--- src/verilog/sop_pkg.sv ---
// Constants for the serial link out-of-band and power state block
package sop_pkg;
   // Clock period and out-of-band spacing times
   localparam int unsigned CLK_PS = 8000;
   localparam int unsigned FIRST_SPACING_PS = 106700;
   localparam int unsigned SECOND_SPACING_PS = 320000;
   localparam int unsigned FIRST_SPACING_CYC =
      (FIRST_SPACING_PS + CLK_PS - 1) / CLK_PS;
   localparam int unsigned SECOND_SPACING_CYC =
      (SECOND_SPACING_PS + CLK_PS - 1) / CLK_PS;
   // Longest exit latencies, rounded down to whole cycles
   localparam int unsigned PARTIAL_EXIT_NS = 10000;
   localparam int unsigned SLUMBER_EXIT_US = 10000;
   localparam int unsigned PARTIAL_EXIT_CYC =
      PARTIAL_EXIT_NS * 1000 / CLK_PS;
   localparam int unsigned SLUMBER_EXIT_CYC =
      SLUMBER_EXIT_US * 1000 / (CLK_PS / 1000);
   localparam int unsigned TMR_W = 21;
   // Burst counts and receive classification
   localparam int unsigned TX_BURSTS = 6;
   localparam int unsigned RX_GAPS = 3;
   localparam logic [7:0] WAKE_GAP_MAX =
      8'((FIRST_SPACING_CYC + SECOND_SPACING_CYC) / 2);
   localparam logic [7:0] RX_GAP_LIMIT = 8'(2 * SECOND_SPACING_CYC);
   // Identify data
   localparam logic [7:0] ID_W_SERIAL0 = 8'h0a;
   localparam logic [7:0] ID_W_SERIAL9 = 8'h13;
   localparam logic [7:0] ID_W_MULT_MAX = 8'h2f;
   localparam logic [7:0] ID_W_MULT_CUR = 8'h3b;
   localparam logic [7:0] ID_W_CYC_FIRST = 8'h41;
   localparam logic [7:0] ID_W_CYC_LAST = 8'h44;
   localparam logic [15:0] ID_MULT_MAX = 16'h8008;
   localparam logic [15:0] ID_MULT_CUR = 16'h0108;
   localparam logic [15:0] ID_CYC_TIME = 16'h0078;
   localparam int unsigned SERIAL_CHARS = 20;
   // Link power and out-of-band states
   typedef enum logic [3:0] {
      ST_AWAIT_RESET, ST_TX_INIT, ST_AWAIT_WAKE, ST_TX_WAKE, ST_ALIGN,
      ST_READY, ST_PARTIAL, ST_SLUMBER, ST_DEV_WAKE
   } sop_state_t;
endpackage

--- src/verilog/sop_link_power.sv ---
// Device-side out-of-band signalling, power states and identify words
//
// Summary of operation
// Send and detect COMRESET, COMINIT, COMWAKE only
// Each burst followed by timed common-mode idle
// COMWAKE returns link from Partial or Slumber
// Ready means PLL running, link synchronized
// Partial: common-mode lines, exit within 10 us
// Slumber: reduced power, exit within 10 ms
// Host wake enters sequence at host wake
// Device wake enters sequence at device wake
// Resume skips calibration, keeps power-on rate
// Slumber entry uses same handshake as Partial
// Identify word 47 reads 8008h
// Identify word 59 reads 0108h
// Identify words 65 to 68 read 0078h
// Identify words 10 to 19 hold serial
// Unplanned drop from ready is signal loss
// No frames or data while powered down
`timescale 1ns/100ps
module sop_link_power
   import sop_pkg::*;
#(
   parameter int unsigned BURST_CYC = FIRST_SPACING_CYC,
   parameter int unsigned SLUMBER_CYC = SLUMBER_EXIT_CYC
) (
   input wire logic clk,
   input wire logic rst,
   input wire logic rx_burst,
   input wire logic rx_align_seen,
   input wire logic [1:0] spd_negotiated,
   input wire logic pm_partial_go,
   input wire logic pm_slumber_go,
   input wire logic dev_wake_req,
   input wire logic [7:0] id_addr,
   input wire logic [8*SERIAL_CHARS-1:0] serial_num,
   output logic tx_burst_reg,
   output logic tx_common_mode_reg,
   output logic tx_align_reg,
   output logic [1:0] align_rate_reg,
   output logic phy_ready_reg,
   output logic pll_on_reg,
   output logic in_partial_reg,
   output logic in_slumber_reg,
   output logic link_accept_reg,
   output logic loss_reg,
   output logic [15:0] id_data_reg
);
   sop_state_t state_reg, state_next;
   logic rx_s1_reg, rx_s2_reg, rx_d_reg;
   logic [7:0] gap_reg;
   logic [1:0] gap_n_reg;
   logic gap_wake_reg;
   logic det_reset, det_wake, rx_rise, gap_is_wake, gap_same;
   logic tx_state, tx_wake_kind, tx_gap_reg, tx_done;
   logic [7:0] tx_cnt_reg, tx_lim;
   logic [2:0] tx_num_reg;
   logic cal_done_reg, resume_reg, slumber_reg, tmr_exp;
   logic [TMR_W-1:0] tmr_reg;
   logic in_low_pwr, low_next;
   // Receive line passes two flip-flops before any use
   always_ff @(posedge clk) begin
      if (rst) begin
         rx_s1_reg <= 1'b0;
         rx_s2_reg <= 1'b0;
         rx_d_reg <= 1'b0;
      end else begin
         rx_s1_reg <= rx_burst;
         rx_s2_reg <= rx_s1_reg;
         rx_d_reg <= rx_s2_reg;
      end
   end
   // Classify each idle gap by length: short is wake, long is reset
   assign rx_rise = rx_s2_reg & ~rx_d_reg;
   assign gap_is_wake = (gap_reg <= WAKE_GAP_MAX);
   assign gap_same = (gap_n_reg == 2'd0) || (gap_is_wake == gap_wake_reg);
   assign det_wake = rx_rise && gap_reg <= RX_GAP_LIMIT && gap_same &&
      gap_n_reg == 2'(RX_GAPS - 1) && gap_is_wake;
   assign det_reset = rx_rise && gap_reg <= RX_GAP_LIMIT && gap_same &&
      gap_n_reg == 2'(RX_GAPS - 1) && !gap_is_wake;
   // Idle length counter and matching gap counter
   always_ff @(posedge clk) begin
      if (rst) begin
         gap_reg <= 8'hff;
         gap_n_reg <= 2'd0;
         gap_wake_reg <= 1'b0;
      end else begin
         if (rx_s2_reg)
            gap_reg <= 8'h00;
         else if (gap_reg != 8'hff)
            gap_reg <= gap_reg + 8'h01;
         if (rx_rise) begin
            gap_wake_reg <= gap_is_wake;
            if (gap_reg > RX_GAP_LIMIT || det_wake || det_reset)
               gap_n_reg <= 2'd0;
            else if (!gap_same)
               gap_n_reg <= 2'd1;
            else
               gap_n_reg <= gap_n_reg + 2'd1;
         end
      end
   end
   // Transmit burst engine: burst, then idle of the kind's spacing
   assign tx_state = state_reg == ST_TX_INIT || state_reg == ST_TX_WAKE ||
      state_reg == ST_DEV_WAKE;
   assign tx_wake_kind = state_reg != ST_TX_INIT;
   assign tx_lim = !tx_gap_reg ? 8'(BURST_CYC) :
      tx_wake_kind ? 8'(FIRST_SPACING_CYC) : 8'(SECOND_SPACING_CYC);
   assign tx_done = tx_state && tx_gap_reg && tx_cnt_reg == tx_lim - 8'h01
      && tx_num_reg == 3'(TX_BURSTS - 1);

   always_ff @(posedge clk) begin
      if (rst || !tx_state || tx_done) begin
         tx_cnt_reg <= 8'h00;
         tx_gap_reg <= 1'b0;
         tx_num_reg <= 3'd0;
      end else if (tx_cnt_reg == tx_lim - 8'h01) begin
         tx_cnt_reg <= 8'h00;
         tx_gap_reg <= ~tx_gap_reg;
         if (tx_gap_reg)
            tx_num_reg <= tx_num_reg + 3'd1;
      end else begin
         tx_cnt_reg <= tx_cnt_reg + 8'h01;
      end
   end
   // Resume watchdog against the exit latency of the left state
   assign tmr_exp = resume_reg &&
      tmr_reg >= (slumber_reg ? TMR_W'(SLUMBER_CYC) :
      TMR_W'(PARTIAL_EXIT_CYC));
   assign in_low_pwr = state_reg == ST_PARTIAL || state_reg == ST_SLUMBER;
   // Power and out-of-band sequence
   always_comb begin
      state_next = state_reg;
      case (state_reg)
         ST_AWAIT_RESET: ;
         ST_TX_INIT:
            if (tx_done)
               state_next = ST_AWAIT_WAKE;
         ST_AWAIT_WAKE:
            if (det_wake)
               state_next = ST_TX_WAKE;
         ST_TX_WAKE:
            if (tx_done)
               state_next = ST_ALIGN;
         ST_ALIGN:
            if (rx_align_seen)
               state_next = ST_READY;
         ST_READY:
            if (pm_partial_go)
               state_next = ST_PARTIAL;
            else if (pm_slumber_go)
               state_next = ST_SLUMBER;
         ST_PARTIAL, ST_SLUMBER:
            if (det_wake)
               state_next = ST_TX_WAKE;
            else if (dev_wake_req)
               state_next = ST_DEV_WAKE;
         ST_DEV_WAKE:
            if (tx_done)
               state_next = ST_AWAIT_WAKE;
         default:
            state_next = ST_AWAIT_RESET;
      endcase
      if (det_reset)
         state_next = ST_TX_INIT;
      else if (tmr_exp)
         state_next = ST_AWAIT_RESET;
   end
   assign low_next = state_next == ST_PARTIAL || state_next == ST_SLUMBER;
   // State, resume timing and negotiated rate
   always_ff @(posedge clk) begin
      if (rst) begin
         state_reg <= ST_AWAIT_RESET;
         resume_reg <= 1'b0;
         slumber_reg <= 1'b0;
         tmr_reg <= '0;
         cal_done_reg <= 1'b0;
         align_rate_reg <= 2'd0;
      end else begin
         state_reg <= state_next;
         // A reset train cancels any resume in progress
         if (state_next == ST_READY || tmr_exp || det_reset) begin
            resume_reg <= 1'b0;
         end else if (in_low_pwr && !low_next) begin
            resume_reg <= 1'b1;
            slumber_reg <= state_reg == ST_SLUMBER;
         end
         tmr_reg <= resume_reg ? tmr_reg + TMR_W'(1) : '0;
         if (det_reset)
            cal_done_reg <= 1'b0;
         else if (state_next == ST_READY)
            cal_done_reg <= 1'b1;
         if (state_reg == ST_ALIGN && !cal_done_reg)
            align_rate_reg <= spd_negotiated;
      end
   end
   // Line and status outputs, all from flip-flops
   always_ff @(posedge clk) begin
      if (rst) begin
         tx_burst_reg <= 1'b0;
         tx_common_mode_reg <= 1'b1;
         tx_align_reg <= 1'b0;
         phy_ready_reg <= 1'b0;
         pll_on_reg <= 1'b1;
         in_partial_reg <= 1'b0;
         in_slumber_reg <= 1'b0;
         link_accept_reg <= 1'b0;
         loss_reg <= 1'b0;
      end else begin
         tx_burst_reg <= tx_state && !tx_gap_reg && !tx_done;
         tx_common_mode_reg <= !(tx_state && !tx_gap_reg && !tx_done) &&
            state_reg != ST_ALIGN && state_reg != ST_READY;
         tx_align_reg <= state_next == ST_ALIGN;
         phy_ready_reg <= state_next == ST_READY;
         pll_on_reg <= state_next != ST_SLUMBER;
         in_partial_reg <= state_next == ST_PARTIAL;
         in_slumber_reg <= state_next == ST_SLUMBER;
         link_accept_reg <= state_next == ST_READY;
         loss_reg <= state_reg == ST_READY && state_next != ST_READY &&
            !low_next;
      end
   end
   // Identify word lookup
   function automatic logic [15:0] id_word(input logic [7:0] a,
      input logic [8*SERIAL_CHARS-1:0] sn);
      logic [7:0] k;
      k = a - ID_W_SERIAL0;
      id_word = 16'h0000;
      if (a >= ID_W_SERIAL0 && a <= ID_W_SERIAL9)
         id_word = sn[8*SERIAL_CHARS-1-16*k -: 16];
      else if (a == ID_W_MULT_MAX)
         id_word = ID_MULT_MAX;
      else if (a == ID_W_MULT_CUR)
         id_word = ID_MULT_CUR;
      else if (a >= ID_W_CYC_FIRST && a <= ID_W_CYC_LAST)
         id_word = ID_CYC_TIME;
   endfunction
   // Identify read port, one cycle latency
   always_ff @(posedge clk) begin
      if (rst)
         id_data_reg <= 16'h0000;
      else
         id_data_reg <= id_word(id_addr, serial_num);
   end
   // Checks
   a_reset_detect: assert property (@(posedge clk) disable iff (rst)
      det_reset |=> state_reg == ST_TX_INIT && !phy_ready_reg)
      else $error("Reset burst train not answered");
   a_burst_spacing: assert property (@(posedge clk) disable iff (rst)
      $fell(tx_burst_reg) |-> !tx_burst_reg [*8])
      else $error("Idle after burst too short");
   a_host_wake: assert property (@(posedge clk) disable iff (rst)
      (in_low_pwr && det_wake) |=> state_reg == ST_TX_WAKE)
      else $error("Wake from low power missed");
   a_ready_pll: assert property (@(posedge clk) disable iff (rst)
      phy_ready_reg |-> pll_on_reg && !tx_common_mode_reg)
      else $error("Ready without active phy");
   a_partial_exit: assert property (@(posedge clk) disable iff (rst)
      (resume_reg && !slumber_reg) |-> tmr_reg <= TMR_W'(PARTIAL_EXIT_CYC))
      else $error("Partial exit latency exceeded");
   a_slumber_exit: assert property (@(posedge clk) disable iff (rst)
      (resume_reg && slumber_reg) |-> tmr_reg <= TMR_W'(SLUMBER_CYC))
      else $error("Slumber exit latency exceeded");
   a_dev_wake: assert property (@(posedge clk) disable iff (rst)
      (in_low_pwr && dev_wake_req && !det_wake && !det_reset)
      |=> state_reg == ST_DEV_WAKE ##1 tx_burst_reg)
      else $error("Device wake did not start bursts");
   a_rate_kept: assert property (@(posedge clk) disable iff (rst)
      (state_reg == ST_ALIGN && cal_done_reg) |=> $stable(align_rate_reg))
      else $error("Rate renegotiated on resume");
   a_slumber_entry: assert property (@(posedge clk) disable iff (rst)
      (state_reg == ST_READY && pm_slumber_go && !pm_partial_go &&
      !det_reset) |=> in_slumber_reg && !pll_on_reg)
      else $error("Slumber entry missed");
   a_id_fixed: assert property (@(posedge clk) disable iff (rst)
      (id_addr == ID_W_MULT_MAX) |=> id_data_reg == ID_MULT_MAX)
      else $error("Multiple sector limit word wrong");
   a_id_current: assert property (@(posedge clk) disable iff (rst)
      (id_addr == ID_W_MULT_CUR) |=> id_data_reg == ID_MULT_CUR)
      else $error("Multiple sector setting word wrong");
   a_id_cycle: assert property (@(posedge clk) disable iff (rst)
      (id_addr >= ID_W_CYC_FIRST && id_addr <= ID_W_CYC_LAST)
      |=> id_data_reg == ID_CYC_TIME)
      else $error("Cycle time word wrong");
   a_id_serial: assert property (@(posedge clk) disable iff (rst)
      (id_addr == ID_W_SERIAL0) |=> id_data_reg == $past(serial_num[159:144]))
      else $error("Serial number word wrong");
   a_loss_flag: assert property (@(posedge clk) disable iff (rst)
      ($fell(phy_ready_reg) && !in_partial_reg && !in_slumber_reg)
      |-> loss_reg)
      else $error("Signal loss not flagged");
   a_no_frames: assert property (@(posedge clk) disable iff (rst)
      (in_partial_reg || in_slumber_reg) |-> !link_accept_reg)
      else $error("Link accepts data while powered down");

endmodule

--- config.mk ---
export PLATFORM = sky130hd
export DESIGN_NAME = sop_link_power
export DESIGN_NICKNAME = d
export VERILOG_FILES = /design/src/verilog/sop_pkg.sv /design/src/verilog/sop_link_power.sv
export SDC_FILE = /design/constraint.sdc
export NUM_CORES = 1
export LEC_CHECK = 0
export ABC_AREA = 1
export BUFFER_PORTS_ARGS = -buffer_cell sky130_fd_sc_hd__buf_4
export CORE_UTILIZATION = 53
export DETAILED_ROUTE_END_ITERATION = 8
export PLACE_DENSITY_LB_ADDON = 0.3
export SLEW_MARGIN = 20
export SYNTH_ARGS = -nofsm -noshare
export SYNTH_HDL_FRONTEND = slang
export SYNTH_SLANG_ARGS = --single-unit
--- constraint.sdc ---
create_clock -name clk -period 6.8 [get_ports clk]
set_input_delay 1.36 -clock clk [delete_from_list [all_inputs] [get_ports clk]]
set_output_delay 1.36 -clock clk [all_outputs]
set_load 0.03 [all_outputs]
==> qor.tcl, run 1 <==
set qor(outcome) {finished, final reports clean}
set qor(power.sequential.fraction_pct) 43.1
set qor(post-layout-total-power_mw) 1.19
set qor(final.setup.worst_slack_ns) 2.35
set qor(numCtsBuffers) 9
set qor(io_buffer_count) 203
set qor(final_layout_size_suffix_gt1_share_pct) 26.5
set qor(cp_max_fo) 36
set qor(met2_wirelength_um) 8620
set qor(ctsResizeCount) 0
set qor(postSynthAreaPerCell_sq_um) 6.56
set qor(largest_register_ff_count) 21
set qor(antenna-diode-count) 0
set qor(leakage_nw) 3.23
set qor(cts_root_buffer) {sky130_fd_sc_hd__clkbuf_8}
set qor(drt_first_pass_iters) 6
set qor(htree_levels) 3
set qor(timing.critical_path.mode_cell) {sky130_fd_sc_hd__inv_1}
set qor(std_cell_rows) 36
set qor(synth-seq-cells) 80
set qor(maxSlewViolCount) 0
set qor(placement.cell_area_sq_mm) 0.00693
set qor(synth.area.top_cells) {sky130_fd_sc_hd__dfxtp_1 (30%), sky130_fd_sc_hd__nor2_1 (11%), sky130_fd_sc_hd__o21ai_0 (8.6%)}
set qor(cts_hold_buf) 0
set qor(routed_wl_um) 18300
set qor(core-area_sq_mm) 0.00977
set qor(worst-slew-pin-transition_ns) 0.903
set qor(min_period_ns) 4.45
set qor(power.switching_uw) 396
set qor(fin_setup_tns_ns) 0
set qor(cp_data_arrival_time_ns) 4.71
set qor(grt_setup_unrepaired) {false}
set qor(dieWidth_um) 103
set qor(pd_cells_mw_per_mm2) 167
set qor(number_of_enable_type_register_cells_in_the_synthesized_netlist) 0
set qor(clock_insertion_delay_worst_skew_ns) 0.37
set qor(grt_first_pass_wirelength_um) 28000
set qor(syn_nets) 1015
set qor(start_of_the_worst_register_to_register_path) {slumber_reg$_SDFFE_PP0P_}
set qor(starting_utilization_of_the_core_area_pct) 54.9
set qor(timing.critical_path.cells) {buf_4, inv_1, ha_1, or2_1, nand2_1, xor2_2, nor2_1, inv_1, o31ai_1, inv_1, o21ai_0}
set qor(crit_slowest_cell) {sky130_fd_sc_hd__nor2_1}
set qor(tritoncts_clock_tree) {yes}
set qor(ys_dominant_reg_cell) {sky130_fd_sc_hd__dfxtp_1}
set qor(grt_max_degree) 83
set qor(io_pins) 204
set qor(post_synthesis_instance_area_sq_mm) 0.00536
set qor(place_ws_ns) 2.07
set qor(final_setup_violation_count) 0
set qor(hold_startpoint) {align_rate_reg[0]$_SDFFE_PP0P_}
set qor(netlist-cell-type-count) 41
set qor(clkSlewWorstSetupHoldPaths_ns) 0.10
set qor(grt_util_all_layers_pct) 35.2
set qor(rr_worst_depth) 15
set qor(cap_viol_max_count) 0
set qor(num_vias) 6284
set qor(ys_seq_area_share_pct) 29.9
set qor(critPathKind) {input port to flop}
set qor(remaining_drc_errors) 0
set qor(path_buf_inv) 4
set qor(crit_path_max_incr_delay_ns) 0.77
set qor(globalRouteOverflowTotal) 0
set qor(vias_in_the_first_global_route) 5823
set qor(worst_hold_path_stage_count) 2
set qor(hold_viol_final) 0
set qor(hp-class) {flop to flop}
set qor(worst_path_dominant_cell_family) {simple AND/OR/NAND/NOR gates}
set qor(power.share.clock_pct) 28.6
set qor(met1Wirelength_um) 7350
set qor(top_layer_used) {met4}
set qor(synth_top_area_share_pct) 29.9
set qor(synthToLayoutAreaGrowth_pct) 32.7
set qor(max-slew-margin-rel_pct) 39.8
set qor(timing.reg2reg.setup_slack_ns) 4.21
set qor(final_area_sq_mm) 0.00711
set qor(crit_path_end_kind) {flop}
set qor(hold-path-endpoint) {align_rate_reg[0]$_SDFFE_PP0P_}
set qor(layout.core_utilization_pct) 72.8
set qor(min_period_over_period_pct) 65.4
set qor(cp_data_required_time_ns) 7.06
set qor(grt_antenna_before_repair) 0
set qor(postSynthCellCount) 818
set qor(n_fill_cell) 830
set qor(fraction_of_registers_with_async_set_or_reset_after_synthesis_pct) 0
set qor(viasPerCell) 5.53
set qor(clock-sinks) 80
set qor(globalplace.congestion) 0.944
set qor(floorplan.die.height_um) 103
set qor(post-cts-setup-buffer-count) 0
set qor(worst_clock_skew_ns) 0.0203
set qor(drtAntennaViolNets) 0
set qor(design.final.nets) 1196
set qor(worstReg2RegEnd) {slumber_reg$_SDFFE_PP0P_}
set qor(cp-start-kind) {input port}
set qor(clock_tree.buffer_depth) 2
set qor(switching_power_as_a_share_of_total_power_pct) 33.3
set qor(power.share.combinational_pct) 28.3
set qor(cellInternalPower_uw) 792
set qor(detailroute.wirelength.met3_um) 1590
set qor(maxClockFrequency_mhz) 225
set qor(post_dp_hpwl_um) 14500
set qor(routed_wire_length_per_instance_um) 16.1
set qor(dr.first_iter.drc_count) 408
set qor(yosys_warnings) 0
set qor(vdd_ir_drop_max_mv) 0.0971
set qor(post-synth-top-area-cell) {sky130_fd_sc_hd__dfxtp_1}
set qor(die_area_sq_mm) 0.0105
[logic make-up (layout without fill, tap and decap cells)]
| group | after synthesis | count (layout) | synth area share [%] |
|---|---|---|---|
| and+or+nand+nor | 372 | 372 | 31.5 |
| xor gates and xnor gates | 12 | 12 | 2.10 |
| muxes | 1 | 1 | 0.187 |
| adders and majority gates | 20 | 20 | 4.67 |
| DFF | 80 | 80 | 29.9 |
| buffers and inverters | 135 | 321 | 9.61 |
| AOI/OAI and AO/OA | 198 | 198 | 22.1 |
[stage by stage]
stage / hold slack, ns / instances
finish: 0.461 / 1137
floorplan: 0.388 / 818
CTS: 0.450 / 1137
global placement: 0.419 / 1121
detailed placement: 0.419 / 1121
global route: 0.485 / 1137
[synthesized netlist by cell type (6+ instances only)]
cell type,count
sky130_fd_sc_hd__a21oi_1,41
sky130_fd_sc_hd__o211ai_1,13
sky130_fd_sc_hd__nor3_1,14
sky130_fd_sc_hd__o31ai_1,7
sky130_fd_sc_hd__inv_1,92
sky130_fd_sc_hd__nand2_2,6
sky130_fd_sc_hd__o21ai_0,92
sky130_fd_sc_hd__inv_2,7
sky130_fd_sc_hd__xor2_1,8
sky130_fd_sc_hd__clkbuf_1,28
sky130_fd_sc_hd__dfxtp_1,80
sky130_fd_sc_hd__nor2_2,9
sky130_fd_sc_hd__ha_1,20
sky130_fd_sc_hd__o221ai_1,32
sky130_fd_sc_hd__nand3_1,49
sky130_fd_sc_hd__nor2_1,158
sky130_fd_sc_hd__nand2_1,91
sky130_fd_sc_hd__nand4_1,10
sky130_fd_sc_hd__or2_2,13
[power by group through the flow]
| stage | registers (mW) | logic [mW] | clock network [mW] |
|---|---|---|---|
| final | 0.512 | 0.337 | 0.340 |
| after global placement | 0.522 | 0.328 | 0 |
| after detailed placement | 0.523 | 0.330 | 0 |
| after global routing | 0.516 | 0.377 | 0.365 |
| after CTS | 0.512 | 0.332 | 0.341 |
| after floorplan | 0.520 | 0.201 | 0 |
[how the worst max path moves through the flow]
stage	slack, ns	startpoint	endpoint	cells after the start
after global placement	2.18	id_addr[1]	id_data_reg[4]$_SDFF_PP0_	11
after global routing	2.05	id_addr[1]	id_data_reg[5]$_SDFF_PP0_	11
final	2.35	id_addr[1]	id_data_reg[4]$_SDFF_PP0_	11
after CTS	2.45	id_addr[1]	id_data_reg[4]$_SDFF_PP0_	11
after detailed placement	2.07	id_addr[1]	id_data_reg[6]$_SDFF_PP0_	11
after floorplan	3.64	id_addr[1]	id_data_reg[10]$_SDFF_PP0_	11
[area by class of cell]
type	count	area, sq um	area share, %
clock buffer	10	138	1.93
inverter	100	375	5.28
timing repair buffer	205	1540	21.6
tap	133	166	2.34
multi-input combinational	603	3250	45.6
sequential	80	1600	22.5
clock inverter	6	48.8	0.686
[worst reg2reg max path: stages (launching register included)]
cell and delay (ns):
sky130_fd_sc_hd__dfxtp_1 0.45, sky130_fd_sc_hd__inv_1 0.19, sky130_fd_sc_hd__ha_1 0.39, sky130_fd_sc_hd__a21oi_1 0.15
sky130_fd_sc_hd__o21ai_0 0.10, sky130_fd_sc_hd__a21oi_1 0.12, sky130_fd_sc_hd__nand4_1 0.16, sky130_fd_sc_hd__nand2_1 0.15
sky130_fd_sc_hd__nand2_1 0.09, sky130_fd_sc_hd__nor2_2 0.15, sky130_fd_sc_hd__nand3_1 0.16, sky130_fd_sc_hd__nand2_1 0.13
sky130_fd_sc_hd__inv_1 0.06, sky130_fd_sc_hd__nand4_1 0.07, sky130_fd_sc_hd__nand2_1 0.06, sky130_fd_sc_hd__nor2_1 0.09
[cells in the final DEF (no fill, tap or decap), drive strengths merged, types with 7 or more instances in the layout]
cell,count
nand2,97
nand4,10
nand3,54
ha,20
or2,16
o211ai,13
xor2,9
o31ai,7
o21ai,96
nor3,15
inv,103
nor2,169
o221ai,32
a21oi,41
dfxtp,80
buf,205
clkbuf,10
[layer usage]
layer,track usage (%),up-vias
li1,-,3109
met1,41.5,2803
met2,59.3,322
met3,10.4,50
met4,15.2,0
met5,0,-
Note: power is estimated with default switching activity, not from simulation.
==> run 2: changes to the inputs <==
--- a/config.mk
+++ b/config.mk
@@ -5,9 +5,9 @@
 export SDC_FILE = /design/constraint.sdc
 export NUM_CORES = 1
 export LEC_CHECK = 0
-export ABC_AREA = 1
+export ABC_AREA = 0
 export BUFFER_PORTS_ARGS = -buffer_cell sky130_fd_sc_hd__buf_4
-export CORE_UTILIZATION = 53
+export CORE_UTILIZATION = 45
 export DETAILED_ROUTE_END_ITERATION = 8
 export PLACE_DENSITY_LB_ADDON = 0.3
 export SLEW_MARGIN = 20
==> constraint.sdc (replaced) <==
create_clock -name clk -period 4 [get_ports clk]
set_input_delay 0.8 -clock clk [delete_from_list [all_inputs] [get_ports clk]]
set_output_delay 0.8 -clock clk [all_outputs]
set_load 0.03 [all_outputs]
==> run 2 against run 1 <==
Effect of this change: critical path depth down 4; utilization down 8.5 points; final cell count down 23%; sequential power up 75%; die area up 13%; highest routed layer unchanged; wire length down 18%; non-clock buffer count up 2; first-iteration DRC count down 28%; synthesized area down 3.9%; sequential share of layout area up 0.16 points; combinational power up 65%; largest cell class unchanged.
==> qor.tcl, run 2 <==
set qor(netlist_top_cells_count) {sky130_fd_sc_hd__dfxtp_1 (80), sky130_fd_sc_hd__nor2_1 (62), sky130_fd_sc_hd__mux4_2 (32), sky130_fd_sc_hd__mux2i_1 (31), sky130_fd_sc_hd__nand2_1 (31)}
set qor(dr.first_iter.drc_count) 292
set qor(n_fill_cell) 890
set qor(cap_viol_max_count) 0
set qor(postSynthAreaPerCell_sq_um) 9.38
set qor(synth-seq-cells) 80
set qor(num_vias) 5011
set qor(postSynthCellCount) 549
set qor(cp_max_fo) 22
set qor(clkSlewWorstSetupHoldPaths_ns) 0.06
set qor(antenna-diode-count) 0
set qor(floorplan.die.height_um) 109
set qor(outcome) {finished, final reports clean}
set qor(post_dp_hpwl_um) 12000
set qor(cp_data_arrival_time_ns) 3.25
set qor(max-slew-margin-rel_pct) 44.6
set qor(synth.area.top_cells) {sky130_fd_sc_hd__dfxtp_1 (31%), sky130_fd_sc_hd__mux4_2 (14%), sky130_fd_sc_hd__mux2i_1 (6.0%)}
set qor(dieWidth_um) 109
set qor(synth_top_area_share_pct) 31.1
set qor(grt_first_pass_wirelength_um) 23400
set qor(cp-start-kind) {input port}
set qor(globalplace.congestion) 0.941
set qor(starting_utilization_of_the_core_area_pct) 46.9
set qor(post-synth-top-area-cell) {sky130_fd_sc_hd__dfxtp_1}
set qor(yosys_warnings) 0
set qor(final_layout_size_suffix_gt1_share_pct) 36.2
set qor(ys_dominant_reg_cell) {sky130_fd_sc_hd__dfxtp_1}
set qor(mostFrequentLayoutCells) {sky130_fd_sc_hd__buf_4 (207), sky130_fd_sc_hd__dfxtp_1 (80), sky130_fd_sc_hd__nor2_1 (62), sky130_fd_sc_hd__mux4_2 (32)}
set qor(drtAntennaViolNets) 0
set qor(maxClockFrequency_mhz) 330
set qor(post-cts-setup-buffer-count) 0
set qor(grt_max_degree) 38
set qor(grt_util_all_layers_pct) 25.5
set qor(syn_nets) 746
set qor(netlist-cell-type-count) 65
set qor(worstReg2RegEnd) {pll_on_reg$_SDFF_PP1_}
set qor(cp_data_required_time_ns) 4.22
set qor(core-area_sq_mm) 0.0110
set qor(min_period_ns) 3.03
set qor(placed_cells) 863
set qor(clock_insertion_delay_worst_skew_ns) 0.33
set qor(routed_wire_length_per_instance_um) 17.0
set qor(hp-class) {flop to flop}
set qor(io_pins) 204
set qor(fin_setup_tns_ns) 0
set qor(rr_worst_depth) 7
set qor(crit_start) {id_addr[1]}
set qor(design.final.nets) 931
set qor(timing.critical_path.cells) {buf_4, ha_1, nor3b_1, o311ai_0, a2111oi_0, nand4_1, o221ai_1}
set qor(ctsResizeCount) 0
set qor(vias_in_the_first_global_route) 4968
set qor(grt_setup_unrepaired) {false}
set qor(routed_wl_um) 14900
set qor(remaining_drc_errors) 0
set qor(fraction_of_registers_with_async_set_or_reset_after_synthesis_pct) 0
set qor(maxSlewViolCount) 0
set qor(final_area_sq_mm) 0.00706
set qor(largest_register_ff_count) 21
set qor(htree_levels) 3
set qor(synthMostInstantiatedCell) {sky130_fd_sc_hd__dfxtp_1}
set qor(pd_cells_mw_per_mm2) 329
set qor(synthToLayoutAreaGrowth_pct) 37.1
set qor(number_of_enable_type_register_cells_in_the_synthesized_netlist) 0
set qor(cts_root_buffer) {sky130_fd_sc_hd__clkbuf_16}
set qor(worst-slew-pin-transition_ns) 0.829
set qor(std_cell_rows) 38
set qor(post_synthesis_instance_area_sq_mm) 0.00515
set qor(grt_antenna_before_repair) 0
set qor(numCtsBuffers) 9
set qor(worst_clock_skew_ns) 0.00495
set qor(vdd_ir_drop_max_mv) 0.209
set qor(ys_seq_area_share_pct) 31.1
set qor(globalRouteOverflowTotal) 0
set qor(crit_path_max_incr_delay_ns) 0.62
set qor(tritoncts_clock_tree) {yes}
set qor(viasPerCell) 5.71
set qor(start_of_the_worst_register_to_register_path) {slumber_reg$_SDFFE_PP0P_}
set qor(fin_cells) 878
set qor(placement.cell_area_sq_mm) 0.00674
set qor(io_buffer_count) 203
set qor(clock-sinks) 80
set qor(min_period_over_period_pct) 75.7
set qor(leakage_nw) 2.94
set qor(crit_path_end_kind) {flop}
set qor(final_setup_violation_count) 0
set qor(clock_tree.buffer_depth) 2
set qor(critPathKind) {input port to flop}
set qor(crit_slowest_cell) {sky130_fd_sc_hd__nand4_1}
set qor(layout_commonest_cell) {sky130_fd_sc_hd__buf_4}
set qor(die_area_sq_mm) 0.0119
set qor(timing.reg2reg.setup_slack_ns) 1.24
set qor(drt_first_pass_iters) 5
set qor(cp-endpoint) {id_data_reg[3]$_SDFF_PP0_}
set qor(cts_hold_buf) 0
set qor(hold_viol_final) 0
run 2: kinds of logic after synthesis:
family          share of synthesized area [%]
xor+xnor                                 5.27
flops                                    31.1
mux                                      20.7
simple gates                             20.9
fa+ha+maj                                4.86
compound gates                           13.1
buf+inv                                  4.08
run 2: metrics by stage:
| stage | setup WS, ns | power, mW | hold slack (ns) | utilization, % |
|---|---|---|---|---|
| final | 0.973 | 2.32 | 0.436 | 64.3 |
| after floorplan | 0.579 | 1.25 | 0.414 | - |
| after CTS | 1.01 | 2.34 | 0.443 | 64.3 |
| after global routing | 0.737 | 2.44 | 0.466 | 64.3 |
| after detailed placement | 0.693 | 1.46 | 0.430 | 61.4 |
| after global placement | 0.743 | 1.44 | 0.432 | 61.4 |
run 2: area by class of cell:
type / instances / area (sq um) / share of cell area (%)
multi-input combinational: 417 / 3340 / 47.3
sequential: 80 / 1600 / 22.7
timing repair buffer: 207 / 1550 / 22.0
clock buffer: 12 / 256 / 3.63
tap: 140 / 175 / 2.48
inverter: 19 / 71.3 / 1.01
clock inverter: 3 / 65.1 / 0.921
run 2: how the worst min path moves through the flow:
stage / cells past startpoint / from / slack [ns] / end
3_5_place_dp: 1 / rx_s1_reg$_SDFF_PP0_ / 0.43 / rx_s2_reg$_SDFF_PP0_
3_3_place_gp: 1 / rx_s1_reg$_SDFF_PP0_ / 0.43 / rx_s2_reg$_SDFF_PP0_
2_1_floorplan: 1 / rx_s1_reg$_SDFF_PP0_ / 0.41 / rx_s2_reg$_SDFF_PP0_
5_1_grt: 1 / rx_s1_reg$_SDFF_PP0_ / 0.47 / rx_s2_reg$_SDFF_PP0_
4_1_cts: 1 / rx_s1_reg$_SDFF_PP0_ / 0.44 / rx_s2_reg$_SDFF_PP0_
6_report: 1 / rx_s1_reg$_SDFF_PP0_ / 0.44 / rx_s2_reg$_SDFF_PP0_
run 2: routing by layer:
layer | global-route usage (%) | part of all wire, %
met5 | 0 | 0
met4 | 11.1 | 3.6
met3 | 5.98 | 5.6
met2 | 45.6 | 52
met1 | 28.6 | 38
run 2: power breakdown:
part           total (mW)  switching [mW]  internal, mW  leakage (nW)
registers           0.896          0.0590         0.837         0.647
clock network       0.872           0.296         0.576         0.159
logic               0.555           0.240         0.315          2.13
run 2: critical path: cells and delay by family:
family / cells / cell delay (ns)
and+or+nand+nor: 2 / 0.82
AOI/OAI and AO/OA: 3 / 1.05
buffers and inverters: 1 / 0.25
adders and majority gates: 1 / 0.30
==> run 3: changes to the inputs <==
==> constraint.sdc (replaced) <==
create_clock -name clk -period 2.45 [get_ports clk]
set_input_delay 0.49 -clock clk [delete_from_list [all_inputs] [get_ports clk]]
set_output_delay 0.49 -clock clk [all_outputs]
set_load 0.03 [all_outputs]
==> run 3 against run 2 <==
Effect of this change: utilization is 2.0 points higher; sequential cell count stayed put; die area stayed put; clock-buffer cell count stayed put; first-iteration DRC count is 31% lower; register-to-register slack worse by 1.1 ns; non-clock buffer count is 21 higher; worst hold slack worse by 0.067 ns; design area is 3.1% higher; power is 70% higher; largest cell class unchanged.
==> qor.tcl, run 3 (synthesis results as in run 2) <==
set qor(mostFrequentLayoutCells) {sky130_fd_sc_hd__buf_4 (226), sky130_fd_sc_hd__dfxtp_1 (80), sky130_fd_sc_hd__nor2_1 (62), sky130_fd_sc_hd__mux4_2 (32)}
set qor(die_area_sq_mm) 0.0119
set qor(maxClockFrequency_mhz) 430
set qor(leakage_nw) 3.06
set qor(drtAntennaViolNets) 0
set qor(grt_max_degree) 32
set qor(layout.core_utilization_pct) 66.3
set qor(place_ws_ns) 0.0113
set qor(grt_util_all_layers_pct) 26.7
set qor(drt_first_pass_iters) 4
set qor(tritoncts_clock_tree) {yes}
set qor(fin_setup_tns_ns) 0
set qor(largest_register_ff_count) 21
set qor(io_buffer_count) 203
set qor(clock-sinks) 80
set qor(globalRouteOverflowTotal) 0
set qor(timing.critical_path.mode_cell) {sky130_fd_sc_hd__or3_1}
set qor(antenna-diode-count) 0
set qor(path_buf_inv) 1
set qor(htree_levels) 3
set qor(synthToLayoutAreaGrowth_pct) 41.4
set qor(globalplace.congestion) 0.889
set qor(timing.critical_path.cells) {inv_1, ha_1, o41a_1, o21ai_1, a2111oi_1, or3_1, or3_1}
set qor(clkSlewWorstSetupHoldPaths_ns) 0.06
set qor(num_vias) 5039
set qor(grt_antenna_before_repair) 0
set qor(n_fill_cell) 906
set qor(final_layout_size_suffix_gt1_share_pct) 38.2
set qor(hp-class) {input port to flop}
set qor(max-slew-margin-rel_pct) 53.7
set qor(std_cell_rows) 38
set qor(worst-slew-pin-transition_ns) 0.693
set qor(worst_clock_skew_ns) 0.00542
set qor(layout_commonest_cell) {sky130_fd_sc_hd__buf_4}
set qor(cp_data_required_time_ns) 2.66
set qor(worst_path_dominant_cell_family) {simple AND/OR/NAND/NOR gates}
set qor(post_dp_hpwl_um) 12400
set qor(crit_path_max_incr_delay_ns) 0.41
set qor(routed_wire_length_per_instance_um) 17.3
set qor(floorplan.die.height_um) 109
set qor(post-layout-total-power_mw) 3.96
set qor(outcome) {finished, final reports clean}
set qor(cts_root_buffer) {sky130_fd_sc_hd__clkbuf_16}
set qor(pd_cells_mw_per_mm2) 543
set qor(clock_tree.buffer_depth) 2
set qor(min_period_over_period_pct) 95.0
set qor(maxSlewViolCount) 0
set qor(fin_cells) 899
set qor(fin_hold_ws_ns) 0.369
set qor(cap_viol_max_count) 0
set qor(dieWidth_um) 109
set qor(starting_utilization_of_the_core_area_pct) 46.9
set qor(cp_max_fo) 7
set qor(clock_insertion_delay_worst_skew_ns) 0.33
set qor(post-cts-setup-buffer-count) 0
set qor(cp_data_arrival_time_ns) 2.54
set qor(design.final.nets) 952
set qor(io_pins) 204
set qor(core-area_sq_mm) 0.0110
set qor(final.setup.worst_slack_ns) 0.122
set qor(placed_cells) 884
set qor(grt_first_pass_wirelength_um) 24500
set qor(remaining_drc_errors) 0
set qor(viasPerCell) 5.61
set qor(critPathKind) {flop to flop}
set qor(numCtsBuffers) 9
set qor(routed_wl_um) 15500
set qor(crit_slowest_cell) {sky130_fd_sc_hd__o41a_1}
set qor(dr.first_iter.drc_count) 202
set qor(crit_path_end_kind) {flop}
set qor(hold_viol_final) 0
set qor(cp-start-kind) {flop}
set qor(min_period_ns) 2.33
set qor(vdd_ir_drop_max_mv) 0.403
set qor(final_area_sq_mm) 0.00728
set qor(final_setup_violation_count) 0
set qor(placement.cell_area_sq_mm) 0.00694
set qor(vias_in_the_first_global_route) 5100
==> run 3: changes by cell type in the layout (fill, tap and decap cells not counted), sizes merged <==
cell / before / now
bufinv: 2 / 3
buf: 207 / 228
clkinv: 1 / 0
==> run 3: per-layer routing <==
| layer | routed length [um] | up-vias | share of wire, % | global-route usage (%) |
|---|---|---|---|---|
| met5 | 0 | - | 0 | 0 |
| met4 | 527 | 0 | 3.4 | 12.4 |
| met3 | 842 | 35 | 5.4 | 4.72 |
| met2 | 7770 | 204 | 50 | 46.8 |
| met1 | 6380 | 2352 | 41 | 31.4 |
| li1 | - | 2448 | - | - |
==> run 3: final cells by class <==
type / instances / area, sq um / share of cell area (%)
clock buffers: 12 / 246 / 3.38
clock inverters: 3 / 90.1 / 1.24
inverters: 19 / 73.8 / 1.01
multi-input cells: 417 / 3360 / 46.1
flip-flops and latches: 80 / 1600 / 22.0
well taps: 140 / 175 / 2.41
repair buffers: 228 / 1740 / 23.8
==> run 3: path summary, 6_finish.rpt <==
| path | slack (ns) | cells past startpoint | start | endpoint |
|---|---|---|---|---|
| hold / removal | 0.37 | 2 | rx_burst | rx_s1_reg$_SDFF_PP0_ |
| hold reg to reg | 0.43 | 1 | rx_s1_reg$_SDFF_PP0_ | rx_s2_reg$_SDFF_PP0_ |
| setup / recovery | 0.12 | 7 | slumber_reg$_SDFFE_PP0P_ | pll_on_reg$_SDFF_PP1_ |
| setup reg to reg | 0.12 | 7 | slumber_reg$_SDFFE_PP0P_ | pll_on_reg$_SDFF_PP1_ |
==> run 3: timing repair <==
item / in CTS / in global routing
gates resized for setup: 0 / 2
setup endpoints to repair: 0 / 5
hold buffers: 0 / 0
==> run 3: report_power, final <==
group / internal, mW / switching [mW] / total [mW]
clock network: 1.02 / 0.505 / 1.52
registers: 1.37 / 0.0688 / 1.44
logic: 0.561 / 0.436 / 0.998
total: 2.95 / 1.01 / 3.96
